File: config.mk
export PLATFORM = sky130hd
export DESIGN_NAME = olied_top
export DESIGN_NICKNAME = d
export VERILOG_FILES = /design/src/hdl/olied_pkg.sv /design/src/hdl/olied_flash.sv /design/src/hdl/olied_top.sv
export SDC_FILE = /design/constraint.sdc
export NUM_CORES = 1
export LEC_CHECK = 0
export BUFFER_PORTS_ARGS = -buffer_cell sky130_fd_sc_hd__buf_4
export CORE_ASPECT_RATIO = 1.75
export CORE_MARGIN = 2
export CORE_UTILIZATION = 56
export DETAILED_ROUTE_END_ITERATION = 7
export PLACE_DENSITY = 0.79
export SYNTH_ARGS = -nofsm -noshare
export SYNTH_HDL_FRONTEND = slang
export SYNTH_SLANG_ARGS = --single-unit
export TNS_END_PERCENT = 30
File: constraint.sdc
create_clock -name clk_sys -period 3.4 [get_ports clk_sys]
set_clock_uncertainty 0.2 [all_clocks]
set_input_delay 0.17 -clock clk_sys [delete_from_list [all_inputs] [get_ports clk_sys]]
set_output_delay 0.17 -clock clk_sys [all_outputs]
set_load 0.005 [all_outputs]
File: src/hdl/olied_pkg.sv
package olied_pkg;

  // ----------------------------------------------------------------
  // Operating states
  // ----------------------------------------------------------------
  typedef enum logic [2:0] {
    ST_INIT     = 3'h0,
    ST_STOP     = 3'h1,
    ST_GO       = 3'h2,
    ST_SHORT    = 3'h3,
    ST_UPD_SELF = 3'h4,
    ST_UPD_EXT  = 3'h5
  } olied_state_e;

  // ----------------------------------------------------------------
  // Timing
  // ----------------------------------------------------------------
  localparam int unsigned CLK_HZ = 20000000;
  localparam int unsigned MS_PER_S = 1000;
  localparam int unsigned MS_CYCLES_DEF = CLK_HZ / MS_PER_S;
  localparam int unsigned SLOW_HALF_MS = 500;
  localparam int unsigned FAST_HALF_MS = 125;
  localparam int unsigned DIV_W = 9;

  // ----------------------------------------------------------------
  // Short-circuit delay: code 0 disables, code n means n steps, codes above SC_MAX_CODE mean SC_MAX_CODE steps
  // ----------------------------------------------------------------
  localparam int unsigned SC_W = 11;
  localparam logic [7:0] SC_OFF_CODE = 8'h00;
  localparam logic [7:0] SC_MAX_CODE = 8'hc8;
  localparam logic [7:0] SC_DEF_CODE = 8'h14;
  localparam logic [SC_W-1:0] SC_STEP_MS = 11'h005;
  localparam logic [SC_W-1:0] SC_CNT_MAX = 11'h7ff;

  // ----------------------------------------------------------------
  // Carriers
  // ----------------------------------------------------------------
  typedef struct packed {
    logic valid;
    logic is_speed;
    logic [13:0] addr;
    logic [7:0] data;
  } olied_cmd_s;

  typedef struct packed {
    logic red;
    logic grn;
    logic rear;
  } olied_led_s;

  localparam logic [7:0] SPEED_ZERO = 8'h00;
  localparam olied_led_s LED_RST = 3'h0;
  localparam olied_cmd_s CMD_RST = 24'h000000;

endpackage : olied_pkg

File: src/hdl/olied_flash.sv
`timescale 1ns/100ps

module olied_flash #(
  parameter int unsigned MS_CYCLES = olied_pkg::MS_CYCLES_DEF
) (
  input wire logic clk_sys,
  input wire logic rst_n,
  output logic ms_tick,
  output logic slow_ph,
  output logic fast_ph
);

  localparam int unsigned MS_W = $clog2(MS_CYCLES + 1);

  // ----------------------------------------------------------------
  // Millisecond tick
  // ----------------------------------------------------------------
  logic [MS_W-1:0] ms_cnt_q, ms_cnt_d;
  logic [1:0] ph;

  always_comb begin
    ms_tick = (ms_cnt_q == MS_W'(MS_CYCLES - 1));
    ms_cnt_d = ms_tick ? '0 : ms_cnt_q + MS_W'(1);
  end

  always_ff @(posedge clk_sys or negedge rst_n) begin
    if (!rst_n) begin
      ms_cnt_q <= '0;
    end else begin
      ms_cnt_q <= ms_cnt_d;
    end
  end

  // ----------------------------------------------------------------
  // Half-period dividers, slow then fast
  // ----------------------------------------------------------------
  for (genvar g = 0; g < 2; g++) begin : g_div
    localparam logic [olied_pkg::DIV_W-1:0] HALF = (g == 0) ?
      olied_pkg::DIV_W'(olied_pkg::SLOW_HALF_MS - 1) :
      olied_pkg::DIV_W'(olied_pkg::FAST_HALF_MS - 1);
    logic [olied_pkg::DIV_W-1:0] cnt_q, cnt_d;
    logic ph_q, ph_d;

    always_comb begin
      cnt_d = cnt_q;
      ph_d = ph_q;
      if (ms_tick) begin
        if (cnt_q == HALF) begin
          cnt_d = '0;
          ph_d = ~ph_q;
        end else begin
          cnt_d = cnt_q + olied_pkg::DIV_W'(1);
        end
      end
    end

    always_ff @(posedge clk_sys or negedge rst_n) begin
      if (!rst_n) begin
        cnt_q <= '0;
        ph_q <= 1'b0;
      end else begin
        cnt_q <= cnt_d;
        ph_q <= ph_d;
      end
    end

    assign ph[g] = ph_q;

  end

  assign slow_ph = ph[0];
  assign fast_ph = ph[1];
endmodule : olied_flash

File: src/hdl/olied_top.sv
`timescale 1ns/100ps

module olied_top #(
  parameter int unsigned MS_CYCLES = olied_pkg::MS_CYCLES_DEF
) (
  input wire logic clk_sys,
  input wire logic nrst,
  input wire logic btn_stop,
  input wire logic btn_go,
  input wire logic short_ext,
  input wire logic short_int,
  input wire logic ext_upd_req,
  input wire logic trk_sig_ok,
  input wire logic brake_cfg,
  input wire logic [7:0] sc_delay_code,
  input wire olied_pkg::olied_cmd_s cmd_in,
  output olied_pkg::olied_cmd_s cmd_out,
  output olied_pkg::olied_led_s led,
  output logic trk_pwr
);

  // ----------------------------------------------------------------
  // Reset release
  // ----------------------------------------------------------------
  logic rst_meta_q, rst_n_q;

  always_ff @(posedge clk_sys or negedge nrst) begin
    if (!nrst) begin
      rst_meta_q <= 1'b0;
      rst_n_q <= 1'b0;
    end else begin
      rst_meta_q <= 1'b1;
      rst_n_q <= rst_meta_q;
    end
  end

  // ----------------------------------------------------------------
  // Flash timing
  // ----------------------------------------------------------------
  logic ms_tick, slow_ph, fast_ph;

  olied_flash #(
    .MS_CYCLES(MS_CYCLES)
  ) u_flash (
    .clk_sys(clk_sys),
    .rst_n(rst_n_q),
    .ms_tick(ms_tick),
    .slow_ph(slow_ph),
    .fast_ph(fast_ph)
  );

  function automatic logic [olied_pkg::SC_W-1:0] sc_limit(input logic [7:0] code);
    logic [7:0] c;
    c = (code > olied_pkg::SC_MAX_CODE) ? olied_pkg::SC_MAX_CODE : code;
    return olied_pkg::SC_W'(c) * olied_pkg::SC_STEP_MS;
  endfunction : sc_limit

  // ----------------------------------------------------------------
  // Operating state and short detection
  // ----------------------------------------------------------------
  olied_pkg::olied_state_e state_q, state_d;
  logic [olied_pkg::SC_W-1:0] sc_ms_q, sc_ms_d;
  logic int_sc_q, int_sc_d;
  logic trk_pwr_q, trk_pwr_d;
  logic short_any, trip;

  always_comb begin
    short_any = short_ext | short_int;
    trip = (state_q == olied_pkg::ST_GO) && short_any &&
           (sc_delay_code != olied_pkg::SC_OFF_CODE) &&
           (sc_ms_q >= sc_limit(sc_delay_code));
    sc_ms_d = '0;
    if ((state_q == olied_pkg::ST_GO) && short_any) begin
      sc_ms_d = sc_ms_q;
      if (ms_tick && (sc_ms_q != olied_pkg::SC_CNT_MAX)) begin
        sc_ms_d = sc_ms_q + olied_pkg::SC_W'(1);
      end
    end
    state_d = state_q;
    int_sc_d = int_sc_q;
    case (state_q)
      olied_pkg::ST_INIT: begin
        if (btn_stop && btn_go) begin
          state_d = olied_pkg::ST_UPD_SELF;
        end else begin
          state_d = olied_pkg::ST_STOP;
        end
      end
      olied_pkg::ST_STOP: begin
        if (ext_upd_req) begin
          state_d = olied_pkg::ST_UPD_EXT;
        end else if (btn_go && !btn_stop) begin
          state_d = olied_pkg::ST_GO;
        end
      end
      olied_pkg::ST_GO: begin
        if (ext_upd_req) begin
          state_d = olied_pkg::ST_UPD_EXT;
        end else if (trip) begin
          state_d = olied_pkg::ST_SHORT;
          int_sc_d = short_int;
        end else if (btn_stop) begin
          state_d = olied_pkg::ST_STOP;
        end
      end
      olied_pkg::ST_SHORT: begin
        if (ext_upd_req) begin
          state_d = olied_pkg::ST_UPD_EXT;
          int_sc_d = 1'b0;
        end else if (btn_go && !btn_stop) begin
          state_d = olied_pkg::ST_GO;
          int_sc_d = 1'b0;
        end
      end
      olied_pkg::ST_UPD_SELF: state_d = olied_pkg::ST_UPD_SELF;
      olied_pkg::ST_UPD_EXT: state_d = olied_pkg::ST_UPD_EXT;
      default: state_d = olied_pkg::ST_STOP;
    endcase
    trk_pwr_d = (state_d == olied_pkg::ST_GO);
  end

  always_ff @(posedge clk_sys or negedge rst_n_q) begin
    if (!rst_n_q) begin
      state_q <= olied_pkg::ST_INIT;
      sc_ms_q <= '0;
      int_sc_q <= 1'b0;
      trk_pwr_q <= 1'b0;
    end else begin
      state_q <= state_d;
      sc_ms_q <= sc_ms_d;
      int_sc_q <= int_sc_d;
      trk_pwr_q <= trk_pwr_d;
    end
  end

  assign trk_pwr = trk_pwr_q;

  // ----------------------------------------------------------------
  // LED patterns
  // ----------------------------------------------------------------
  olied_pkg::olied_led_s led_q, led_d;

  always_comb begin
    led_d = olied_pkg::LED_RST;
    case (state_q)
      olied_pkg::ST_STOP: led_d.red = 1'b1;
      olied_pkg::ST_GO: led_d.grn = 1'b1;
      olied_pkg::ST_SHORT: led_d.red = fast_ph;
      olied_pkg::ST_UPD_SELF: led_d.red = slow_ph;
      olied_pkg::ST_UPD_EXT: begin
        led_d.red = slow_ph;
        led_d.grn = ~slow_ph;
      end
      default: led_d.red = 1'b0;
    endcase
    if ((state_q == olied_pkg::ST_SHORT) && int_sc_q) begin
      led_d.rear = fast_ph;
    end else if (trk_pwr_q && trk_sig_ok) begin
      led_d.rear = 1'b1;
    end else begin
      led_d.rear = slow_ph;
    end
  end

  always_ff @(posedge clk_sys or negedge rst_n_q) begin
    if (!rst_n_q) begin
      led_q <= olied_pkg::LED_RST;
    end else begin
      led_q <= led_d;
    end
  end

  assign led = led_q;

  // ----------------------------------------------------------------
  // Vehicle command path
  // ----------------------------------------------------------------
  olied_pkg::olied_cmd_s cmd_q, cmd_d;

  always_comb begin
    cmd_d = cmd_in;
    if (brake_cfg && cmd_in.valid && cmd_in.is_speed) begin
      cmd_d.data = olied_pkg::SPEED_ZERO;
    end
  end

  always_ff @(posedge clk_sys or negedge rst_n_q) begin
    if (!rst_n_q) begin
      cmd_q <= olied_pkg::CMD_RST;
    end else begin
      cmd_q <= cmd_d;
    end
  end

  assign cmd_out = cmd_q;
endmodule : olied_top

---- Yosys cells after proc, flatten, opt, wreduce, memory -nomap -nowiden ----
Index checks and enable logic that the tools add are counted.
storage, ports and cells
  output and inout bits ................... 28
  bits of input ports ..................... 41
  register bits after elaboration ......... 80
cells by class
  muxes and demuxes ....................... 23
  bitwise operators ....................... 3
  reduce and logical (&&, ||, !) cells .... 19
  magnitude comparators ................... 2
  eq/ne operators ......................... 14
  $mul .................................... 1
  $add $sub $neg .......................... 4
operator list
  cell                                                                 number
  11-bit 2-to-1 mux                                                    2
  9-bit by 1-bit adder with 9-bit output, second input constant        2
  3-bit 2-to-1 mux                                                     6
  9-bit 2-to-1 mux                                                     2
  8-bit 2-to-1 mux                                                     2
  15-bit by 1-bit adder with 15-bit output, second input constant      1
  15-bit == test, second input constant                                1
  15-bit 2-to-1 mux                                                    1
  3-bit one-hot mux with 5 select lines                                1
  11-bit by 1-bit adder with 11-bit output, second input constant      1
  11-bit greater-or-equal comparator                                   1
  8-bit by 3-bit multiplier with 11-bit output, second input constant  1
  11-bit != test, second input constant                                1
  1-bit logical AND                                                    10
  3-bit by 2-bit == test with 1-bit output, second input constant      3
  9-bit by 7-bit == test with 1-bit output, second input constant      1
  9-bit == test, second input constant                                 1
  8-bit greater-than comparator, second input constant                 1
  8-bit nonzero test                                                   1
  3-bit == test, second input constant                                 2
  1-bit 2-to-1 mux                                                     6
  2-bit != test, second input constant                                 2
  1-bit one-hot mux with 2 select lines                                2
  2-bit AND reduction                                                  2
  11 further kinds                                                     13

---- Longest topological paths before layout ----
Gate-level depths: netlist of run 1.
  depth after elaboration ................. 9
  depth in mapped cells ................... 19
  mapped depth without buffers ............ 19

---- Cells and area by module ----
From an unflattened synthesis of run 1, not the netlist that was laid out.
second synthesis, totals
  cell total of the unflattened synthesis .. 404
  area, all modules ....................... 4160.2 um^2
modules (own cells, without submodules)
  module       seq. area each (um^2)  area an instance (um^2)  times used  cells each
  olied_top    1126.1                 2402.3                   1           227
  olied_flash  875.8                  1757.9                   1           177

---- Least setup slack after synthesis of run 1 ----
Ideal clock, no wire load.
  path type ............................... input to register
  start ................................... in sc_delay_code[6]
  end ..................................... reg trk_pwr_q, in the netlist trk_pwr
  library setup time ...................... 0.119 ns
  path slack .............................. -0.620 ns
  data required time ...................... 3.081 ns
  path buffers ............................ 1
  cell stages on the path ................. 18
  arrival time ............................ 3.701 ns
  cells stage by stage .................... clkbuf_1 -> nand2_1 -> a21o_1 -> nand2_1 -> inv_1 -> ha_1 -> ha_1 -> fa_1 -> a21o_1 -> a21oi_1 -> o21bai_1 -> maj3_1 -> xnor2_1 -> ha_1 -> nand4_1 -> o41ai_1 -> o21ai_0 -> and2_1
on the way
  cells in the longest elaborated chain, start to end .. 9
RTL lines
  what                                          RTL line          RTL
  start, declared                               olied_top.sv:15   input wire logic [7:0] sc_delay_code,
  8-bit greater-than comparator                 olied_top.sv:54   c = (code > olied_pkg::SC_MAX_CODE) ? olied_pkg::SC_MAX_CODE : code;
  8-bit 2-to-1 mux                              olied_top.sv:54
  8-bit by 3-bit multiplier with 11-bit output  olied_top.sv:55   return olied_pkg::SC_W'(c) * olied_pkg::SC_STEP_MS;
  11-bit greater-or-equal comparator            olied_top.sv:71   (sc_ms_q >= sc_limit(sc_delay_code));
  1-bit logical AND (*)                         olied_top.sv:70   (sc_delay_code != olied_pkg::SC_OFF_CODE) &&
  3-bit 2-to-1 mux (*)                          olied_top.sv:99   end else if (trip) begin
  3-bit 2-to-1 mux (*)                          olied_top.sv:97   if (ext_upd_req) begin
  3-bit one-hot mux with 5 select lines (*)     olied_top.sv:81   case (state_q)
  3-bit by 2-bit == test with 1-bit output (*)  olied_top.sv:119  trk_pwr_d = (state_d == olied_pkg::ST_GO);
  named net trk_pwr_d                           olied_top.sv:64   logic trk_pwr_q, trk_pwr_d;
  end signal, assigned                          olied_top.sv:132  trk_pwr_q <= trk_pwr_d;
  end, declared                                 olied_top.sv:64
Mark *: on every way through the listed nets, which the timed path passes. The rest lies on a longest branch.
A chain may end at the register's enable or synchronous reset.

---- Worst setup path after layout of run 1 ----
  start ................................... in sc_delay_code[0]
  end ..................................... reg trk_pwr_q, in the netlist trk_pwr
The elaborated chain is that of the path after synthesis.

==> results of run 1 <==
-- cell usage after synthesis (3+ instances only) --
| cell | instances |
|---|---|
| sky130_fd_sc_hd__dfrtp_1 | 80 |
| sky130_fd_sc_hd__nor2_1 | 27 |
| sky130_fd_sc_hd__ha_1 | 24 |
| sky130_fd_sc_hd__nand2_1 | 24 |
| sky130_fd_sc_hd__o21ai_0 | 21 |
| sky130_fd_sc_hd__a21oi_1 | 20 |
| sky130_fd_sc_hd__nand3_1 | 20 |
| sky130_fd_sc_hd__xnor2_1 | 19 |
| sky130_fd_sc_hd__inv_1 | 15 |
| sky130_fd_sc_hd__and2_1 | 14 |
| sky130_fd_sc_hd__nand4_1 | 10 |
| sky130_fd_sc_hd__nor3_1 | 10 |
| sky130_fd_sc_hd__o31ai_1 | 10 |
| sky130_fd_sc_hd__clkbuf_1 | 9 |
| sky130_fd_sc_hd__and3_1 | 7 |
| sky130_fd_sc_hd__a21o_1 | 6 |
| sky130_fd_sc_hd__a31oi_1 | 6 |
| sky130_fd_sc_hd__nand2b_1 | 6 |
| sky130_fd_sc_hd__nor2b_1 | 6 |
| sky130_fd_sc_hd__xor2_1 | 6 |
| sky130_fd_sc_hd__mux2i_1 | 4 |
| sky130_fd_sc_hd__or4_1 | 4 |
| sky130_fd_sc_hd__o41ai_1 | 3 |
| sky130_fd_sc_hd__or3_1 | 3 |
-- per-layer routing --
layer | GRT usage, % | up-vias | part of all wire (%)
met1 | 31.66 | 1757 | 34
met2 | 56.92 | 127 | 58
met4 | 14.00 | 0 | 4.1
met3 | 6.597 | 38 | 4.1
met5 | 0 | - | 0
li1 | - | 1668 | -
-- cell usage in the layout (no fill, tap or decap), types with 3 or more instances in the layout --
master	n
sky130_fd_sc_hd__o21ai_0	20
sky130_fd_sc_hd__dlygate4sd3_1	32
sky130_fd_sc_hd__xnor2_1	18
sky130_fd_sc_hd__inv_6	3
sky130_fd_sc_hd__a31oi_1	6
sky130_fd_sc_hd__nor3_1	9
sky130_fd_sc_hd__a21o_1	6
sky130_fd_sc_hd__nor2_1	26
sky130_fd_sc_hd__mux2i_1	4
sky130_fd_sc_hd__or3_1	3
sky130_fd_sc_hd__buf_4	88
sky130_fd_sc_hd__nand2b_1	5
sky130_fd_sc_hd__or4_1	4
sky130_fd_sc_hd__nand4_1	10
sky130_fd_sc_hd__nand3_1	20
sky130_fd_sc_hd__nor2b_1	6
sky130_fd_sc_hd__dfrtp_1	79
sky130_fd_sc_hd__inv_1	15
sky130_fd_sc_hd__ha_1	23
sky130_fd_sc_hd__and2_1	14
sky130_fd_sc_hd__o31ai_1	10
sky130_fd_sc_hd__clkbuf_16	9
sky130_fd_sc_hd__and3_1	7
sky130_fd_sc_hd__nand2_1	23
sky130_fd_sc_hd__a21oi_1	19
sky130_fd_sc_hd__xor2_1	6
-- cell type report --
| class | instances | area [µm²] | share of cell area (%) |
|---|---|---|---|
| tap | 86 | 107.6 | 1.952 |
| clock buffer | 9 | 225.2 | 4.086 |
| timing repair buffer | 123 | 1023 | 18.57 |
| multi-input combinational | 289 | 2016 | 36.57 |
| sequential | 80 | 2003 | 36.35 |
| inverter | 15 | 56.30 | 1.022 |
| antenna | 1 | 2.502 | 0.04540 |
| clock inverter | 7 | 77.57 | 1.407 |
-- final timing paths --
check                                    start                  end  slack, ps
max                           sc_delay_code[0]              trk_pwr       -210
min                                    rst_n_q           cmd_out[2]        110
max reg2reg                u_flash.ms_cnt_q[0]           sc_ms_q[6]        850
min reg2reg                            rst_n_q           cmd_out[2]        110
max in group asynchronous              rst_n_q  u_flash.ms_cnt_q[6]       2190
min in group clk_sys                 brake_cfg           cmd_out[0]        160
-- state kept, by name, indices dropped and copies added, names as in the netlist, 3 cells and up --
signal               cells
cmd_out                 24
led                      3
sc_ms_q                 11
state_q                  3
u_flash.g_div.cnt_q     18
u_flash.ms_cnt_q        15
-- kinds of logic after synthesis --
kind of cell | Yosys count
and+or+nand+nor | 147
other | 1
xor gates and xnor gates | 25
buffers and inverters | 29
adders and majority gates | 26
AOI/OAI and AO/OA | 84
DFF | 80
muxes | 6
-- timing repair --
action,CTS,global route
gates resized for setup,4,5
hold endpoints to repair,32,0
cloned,0,0
pin swaps,10,13
setup buffers,6,2
hold buffers,32,0
setup endpoints to repair,4,4
-- power breakdown --
part / internal [mW] / switching [mW] / leakage (nW) / total, mW
Combinational: 0.192 / 0.146 / 1.39 / 0.338
Clock: 0.577 / 0.420 / 0.147 / 0.997
Sequential: 0.990 / 0.0430 / 1.04 / 1.03
==> results by group, run 1 <==
Floorplan
  • Num rows: between 40 and 50
  • Core region area: 7131 µm²
  • Die Span Y: roughly 120 µm
  • Initial core utilization: around 57%
  • Width of the chip: 68.66 µm
  • Die area: between 8000 and 9000 µm²
  • Number of placed I/O pins: between 60 and 70

Worst setup path
  • Delay contributed by the slowest stage of the critical path: between 300 and 400 ps
  • Sum of buffers and inverters on the critical path: 1
  • Category of cells accounting for the largest share of critical-path delay: adder cells
  • Nature of the critical path startpoint: primary input
  • Endpoint kind of the worst setup timing path: flop
  • Ordered list of cells on the worst path: buf_6 -> nor3_4 -> nand2b_4 -> a21o_1 -> nand2b_1 -> ha_1 -> ha_2 -> fa_2 -> a21o_1 -> a21oi_2 -> o21bai_1 -> maj3_2 -> xnor2_2 -> ha_1 -> nand4_1 -> o41ai_2 -> o21ai_2 -> and2_1
  • Standard cell with the maximum stage delay on the critical path: sky130_fd_sc_hd__fa_2
  • Data arrival, critical path: about 3600 ps
  • Max Fanout on Critical Path: 5
  • Count of cells along the worst register-to-register path: 6
  • Instance count on the critical path: 18
  • Required time of the worst setup path: 3430 ps
  • Critical path class: in -> reg

Final layout
  • Total of fill cells in the finished design: approximately 440
  • Post-route cell area: approximately 5500 µm²
  • Final standard cell utilization of the core: 77.29%
  • Area growth, synth to finish: 34.54%
  • Share of layout cells above drive strength 1: 25.24%
  • Non-filler cells in the finished layout: 610
  • Number of nets at the end of the flow: 584

Place
  • Placed wire-length estimate after detailed placement: 6454 µm
  • Final weighted congestion in routability-driven placement: between 0.8 and 0.9
  • Port buffer count: slightly below 70
  • Placed inst area: between 4000 and 5000 µm²
  • Worst slack at placement: -611.2 ps
  • Placed Cells incl. Taps: 554

CTS
  • Number of levels in the clock H-tree: 3
  • Library cell used as clock root buffer: sky130_fd_sc_hd__clkbuf_16
  • Clk slew on worst S/H paths: roughly 70 ps
  • Sinks on the clock net: 80
  • Longest Clk Path Bufs: 2
  • Clock latency at the later pin of the worst-skew pair: roughly 340 ps
  • Number of buffers inserted during clock tree synthesis: 9
  • TritonCTS clock tree: yes

GRT
  • First-pass GRT wire length: 17920 µm
  • Vias in the first global route: ~3700
  • Pin count of the biggest net entering global routing: 51
  • Global-route usage over all layers: 30.75%
  • Antenna violations before repair: 1
  • Grt ovf: 0

Logic synthesis
  • Compound-gate portion of the synthesized area: roughly an eighth
  • Cell types with the largest area share after synthesis: sky130_fd_sc_hd__dfrtp_1 (49%), sky130_fd_sc_hd__ha_1 (7.3%), sky130_fd_sc_hd__xnor2_1 (4.1%)
  • Fraction of the mapped netlist area in simple logic gates: about a fifth
  • Count of mapped cells out of synthesis: 398
  • Share of the synthesized area in the top cell type: 48.87%
  • Multiplexer area fraction after synthesis: roughly 1.5%
  • Number of distinct library cells after synthesis: between 50 and 60
  • Dominant combinational cell family by area after synthesis: simple AND/OR/NAND/NOR gates
  • Number of enable-type register cells in the synthesized netlist: 0
  • Avg Synthesized Cell Area: between 10 and 15 µm²
  • Arithmetic-cell share of the synthesized area counting full adders, half adders and majority gates: 8.064%
  • Cell type with the highest aggregate area in the netlist: sky130_fd_sc_hd__dfrtp_1
  • Post-synth net total: ~460
  • XOR/XNOR Fraction of Synth Area: about 5.3%
  • Sequential-to-total area share from yosys stat: about half
  • Yosys reg bits: 80
  • Yosys warning total: 0
  • Top_reg_cell synth: sky130_fd_sc_hd__dfrtp_1
  • Share of synthesized flip-flops with an asynchronous set or reset: 100.0%
  • Area of the mapped netlist: between 4000 and 5000 µm²

Run status
  • Violated checks: setup timing
  • Result of the run: finished with violations

STA
  • Remaining max-slew budget at the tightest pin: 26.91%
  • Highest clock frequency the design can meet: about 280 MHz
  • Unrepaired setup endpoints after global routing: true
  • Tcrit/Tclk final: 106.1%
  • Worst path setup slack after routing: -205.7 ps
  • Min Clock Period, post-route: between 3000 and 4000 ps
  • Setup tns final: -695.8 ps
  • Final hold violation count: 0
  • Setup Viol. Count Final: 4
  • Hold WS: about 110 ps
  • Transition time of the tightest slew-check pin: between 1000 and 1500 ps
  • Slew Viols, Final: 0

Detailed routing
  • Final wirelength: about 11000 µm
  • Number of vias in the routed layout: 3590
  • Wire length per cell: about 18 µm
  • DR vias/cell: 5.885
  • Violation count after the first detailed-route iteration: ~190
  • DRC viols: 0
  • Remaining number of nets flagged by the antenna check after routing: 0
  • Detailed-routing iteration count for the pre-antenna-repair pass: 6

Pwr
  • Pwr dens: roughly 430 nW/µm²
  • Leakage power total: approximately 2.6 nW
  • Power, Total: 2.367 mW
  • Worst IR drop on VDD: approximately 600 µV

Hold path
  • Type of the most critical hold path: reg -> async

Run
  • Maximum capacitance violations: 0
(Power assumes the default switching activity.)
==> run 2, diff against run 1 <==
- PLACE_DENSITY: 0.79 -> 0.87
- RECOVER_POWER: default -> 25
==> results by group, run 2 (synthesis results as in run 1) <==
Place
  • Placed wire-length estimate after detailed placement: ~6700 µm
  • Worst slack at placement: -588.1 ps
  • Final weighted congestion in routability-driven placement: just under 0.9
  • Port buffer count: between 60 and 70
  • Placed inst area: ~4800 µm²
  • Placed Cells incl. Taps: between 500 and 600

STA
  • Setup tns final: -186.1 ps
  • Hold WS: ~62 ps
  • Remaining max-slew budget at the tightest pin: between 30% and 40%
  • Highest clock frequency the design can meet: 289.1 MHz
  • Final hold violation count: 0
  • Unrepaired setup endpoints after global routing: true
  • Setup Viol. Count Final: 4
  • Slew Viols, Final: 0
  • Min Clock Period, post-route: between 3000 and 4000 ps
  • Worst path setup slack after routing: -59.45 ps
  • Transition time of the tightest slew-check pin: around 1000 ps
  • Tcrit/Tclk final: 101.7%

Detailed routing
  • DR vias/cell: about 6.1
  • Wire length per cell: ~20 µm
  • Final wirelength: between 10000 and 15000 µm
  • Detailed-routing iteration count for the pre-antenna-repair pass: 5
  • Number of vias in the routed layout: 3714
  • DRC viols: 0
  • Remaining number of nets flagged by the antenna check after routing: 0
  • Violation count after the first detailed-route iteration: 227

GRT
  • Global-route usage over all layers: 32.78%
  • Antenna violations before repair: 0
  • Vias in the first global route: around 4000
  • Pin count of the biggest net entering global routing: 46
  • First-pass GRT wire length: between 15000 and 20000 µm
  • Grt ovf: 0

Final layout
  • Top library cells by usage in the layout, fill and taps aside: sky130_fd_sc_hd__dfrtp_1 (79), sky130_fd_sc_hd__buf_4 (46), sky130_fd_sc_hd__clkbuf_4 (34), sky130_fd_sc_hd__dlygate4sd3_1 (30), sky130_fd_sc_hd__nor2_1 (26)
  • Area used by sequential logic in the layout: 2003 µm²
  • Largest register FFs: 24
  • Area growth, synth to finish: 32.04%
  • Total of fill cells in the finished design: 425
  • Number of nets at the end of the flow: 579
  • Footprint of the multi-input gates: 2013 µm²
  • Final standard cell utilization of the core: about three quarters
  • Diodes inserted: 0
  • Commonest non-fill, non-tap cell in the layout: sky130_fd_sc_hd__dfrtp_1
  • Share of layout cells above drive strength 1: a little under a quarter
  • Post-route cell area: 5409 µm²
  • Non-filler cells in the finished layout: approximately 600

Floorplan
  • Num rows: roughly 40
  • Number of placed I/O pins: 69
  • Die area: between 8000 and 9000 µm²
  • Width of the chip: a little under 70 µm
  • Core region area: about 7100 µm²
  • Initial core utilization: a little under three fifths
  • Die Span Y: between 100 and 150 µm

Worst setup path
  • Endpoint kind of the worst setup timing path: flop
  • CP startpoint: sc_delay_code[0]
  • Required time of the worst setup path: 3430 ps
  • Worst r2r src: u_flash.ms_cnt_q[5]
  • Data arrival, critical path: approximately 3500 ps
  • Nature of the critical path startpoint: primary input
  • Max Fanout on Critical Path: 4
  • Critical path class: in -> reg

Run status
  • Result of the run: finished with violations
  • Violated checks: setup timing

Hold path
  • Type of the most critical hold path: in -> reg
  • Hold Path Origin: btn_go

CTS
  • Number of levels in the clock H-tree: 3
  • Library cell used as clock root buffer: sky130_fd_sc_hd__clkbuf_16
  • Clk slew on worst S/H paths: about 60 ps
  • Number of buffers inserted during clock tree synthesis: 9
  • Clock latency at the later pin of the worst-skew pair: about 340 ps
  • Sinks on the clock net: 80
  • Longest Clk Path Bufs: 2
  • TritonCTS clock tree: yes

Pwr
  • Pwr dens: between 400 and 500 nW/µm²
  • Worst IR drop on VDD: ~480 µV
  • Leakage power total: 2.495 nW
  • Power, Total: between 2 and 2.5 mW

Run
  • Maximum capacitance violations: 0
run 2: area by class of cell:
cell class                      count  area share [%]
Clock buffer                       10           4.233
Clock inverter                      6           1.272
Timing Repair Buffer              118           17.21
Multi-Input combinational cell    289           37.22
Sequential cell                    80           37.03
Inverter                           15           1.041
Tap cell                           86           1.989
run 2: worst paths after layout:
kind | to | slack, ps | cells past startpoint
worst min register to register | rst_n_q | 160 | 0
worst min-delay path | state_q[2] | 60 | 3
worst max register to register | sc_ms_q[4] | 950 | 5
min in group asynchronous | cmd_out[7] | 230 | 0
worst max-delay path | trk_pwr | -60 | 20
max in group asynchronous | u_flash.ms_cnt_q[14] | 1920 | 1
run 2: worst max-delay path, stage by stage:
cell	delay (ps)
sky130_fd_sc_hd__buf_4	120
sky130_fd_sc_hd__nor3_4	190
sky130_fd_sc_hd__nand2b_4	150
sky130_fd_sc_hd__a21o_1	170
sky130_fd_sc_hd__nand2_1	90
sky130_fd_sc_hd__inv_1	60
sky130_fd_sc_hd__ha_1	230
sky130_fd_sc_hd__ha_2	200
sky130_fd_sc_hd__fa_2	340
sky130_fd_sc_hd__a21o_1	170
sky130_fd_sc_hd__a21oi_2	130
sky130_fd_sc_hd__o21bai_1	80
sky130_fd_sc_hd__maj3_2	320
sky130_fd_sc_hd__xnor2_1	130
sky130_fd_sc_hd__ha_1	290
sky130_fd_sc_hd__nand4_1	130
sky130_fd_sc_hd__buf_4	180
sky130_fd_sc_hd__nor2_4	110
sky130_fd_sc_hd__o21ai_2	90
sky130_fd_sc_hd__and2_1	150
run 2: what timing repair did:
item,in CTS,in global routing
pin swaps,4,2
endpoints found under the hold margin,31,0
hold buffers,30,0
buffers inserted,4,0
endpoints found under the setup margin,4,4
gates resized for setup,5,2
run 2: power by group:
group	switching, mW	internal, mW
sequential	0.0484	0.990
combinational	0.140	0.173
clock	0.406	0.573
run 2: routing by layer:
metal	up-vias	part of all wire (%)	wire [µm]	GRT usage, %
met1	1806	32	3777	31.89
met2	177	57	6670	58.53
li1	1668	-	-	-
met5	-	0	0	0
met4	0	6.4	756	22.00
met3	63	5.0	593	7.935
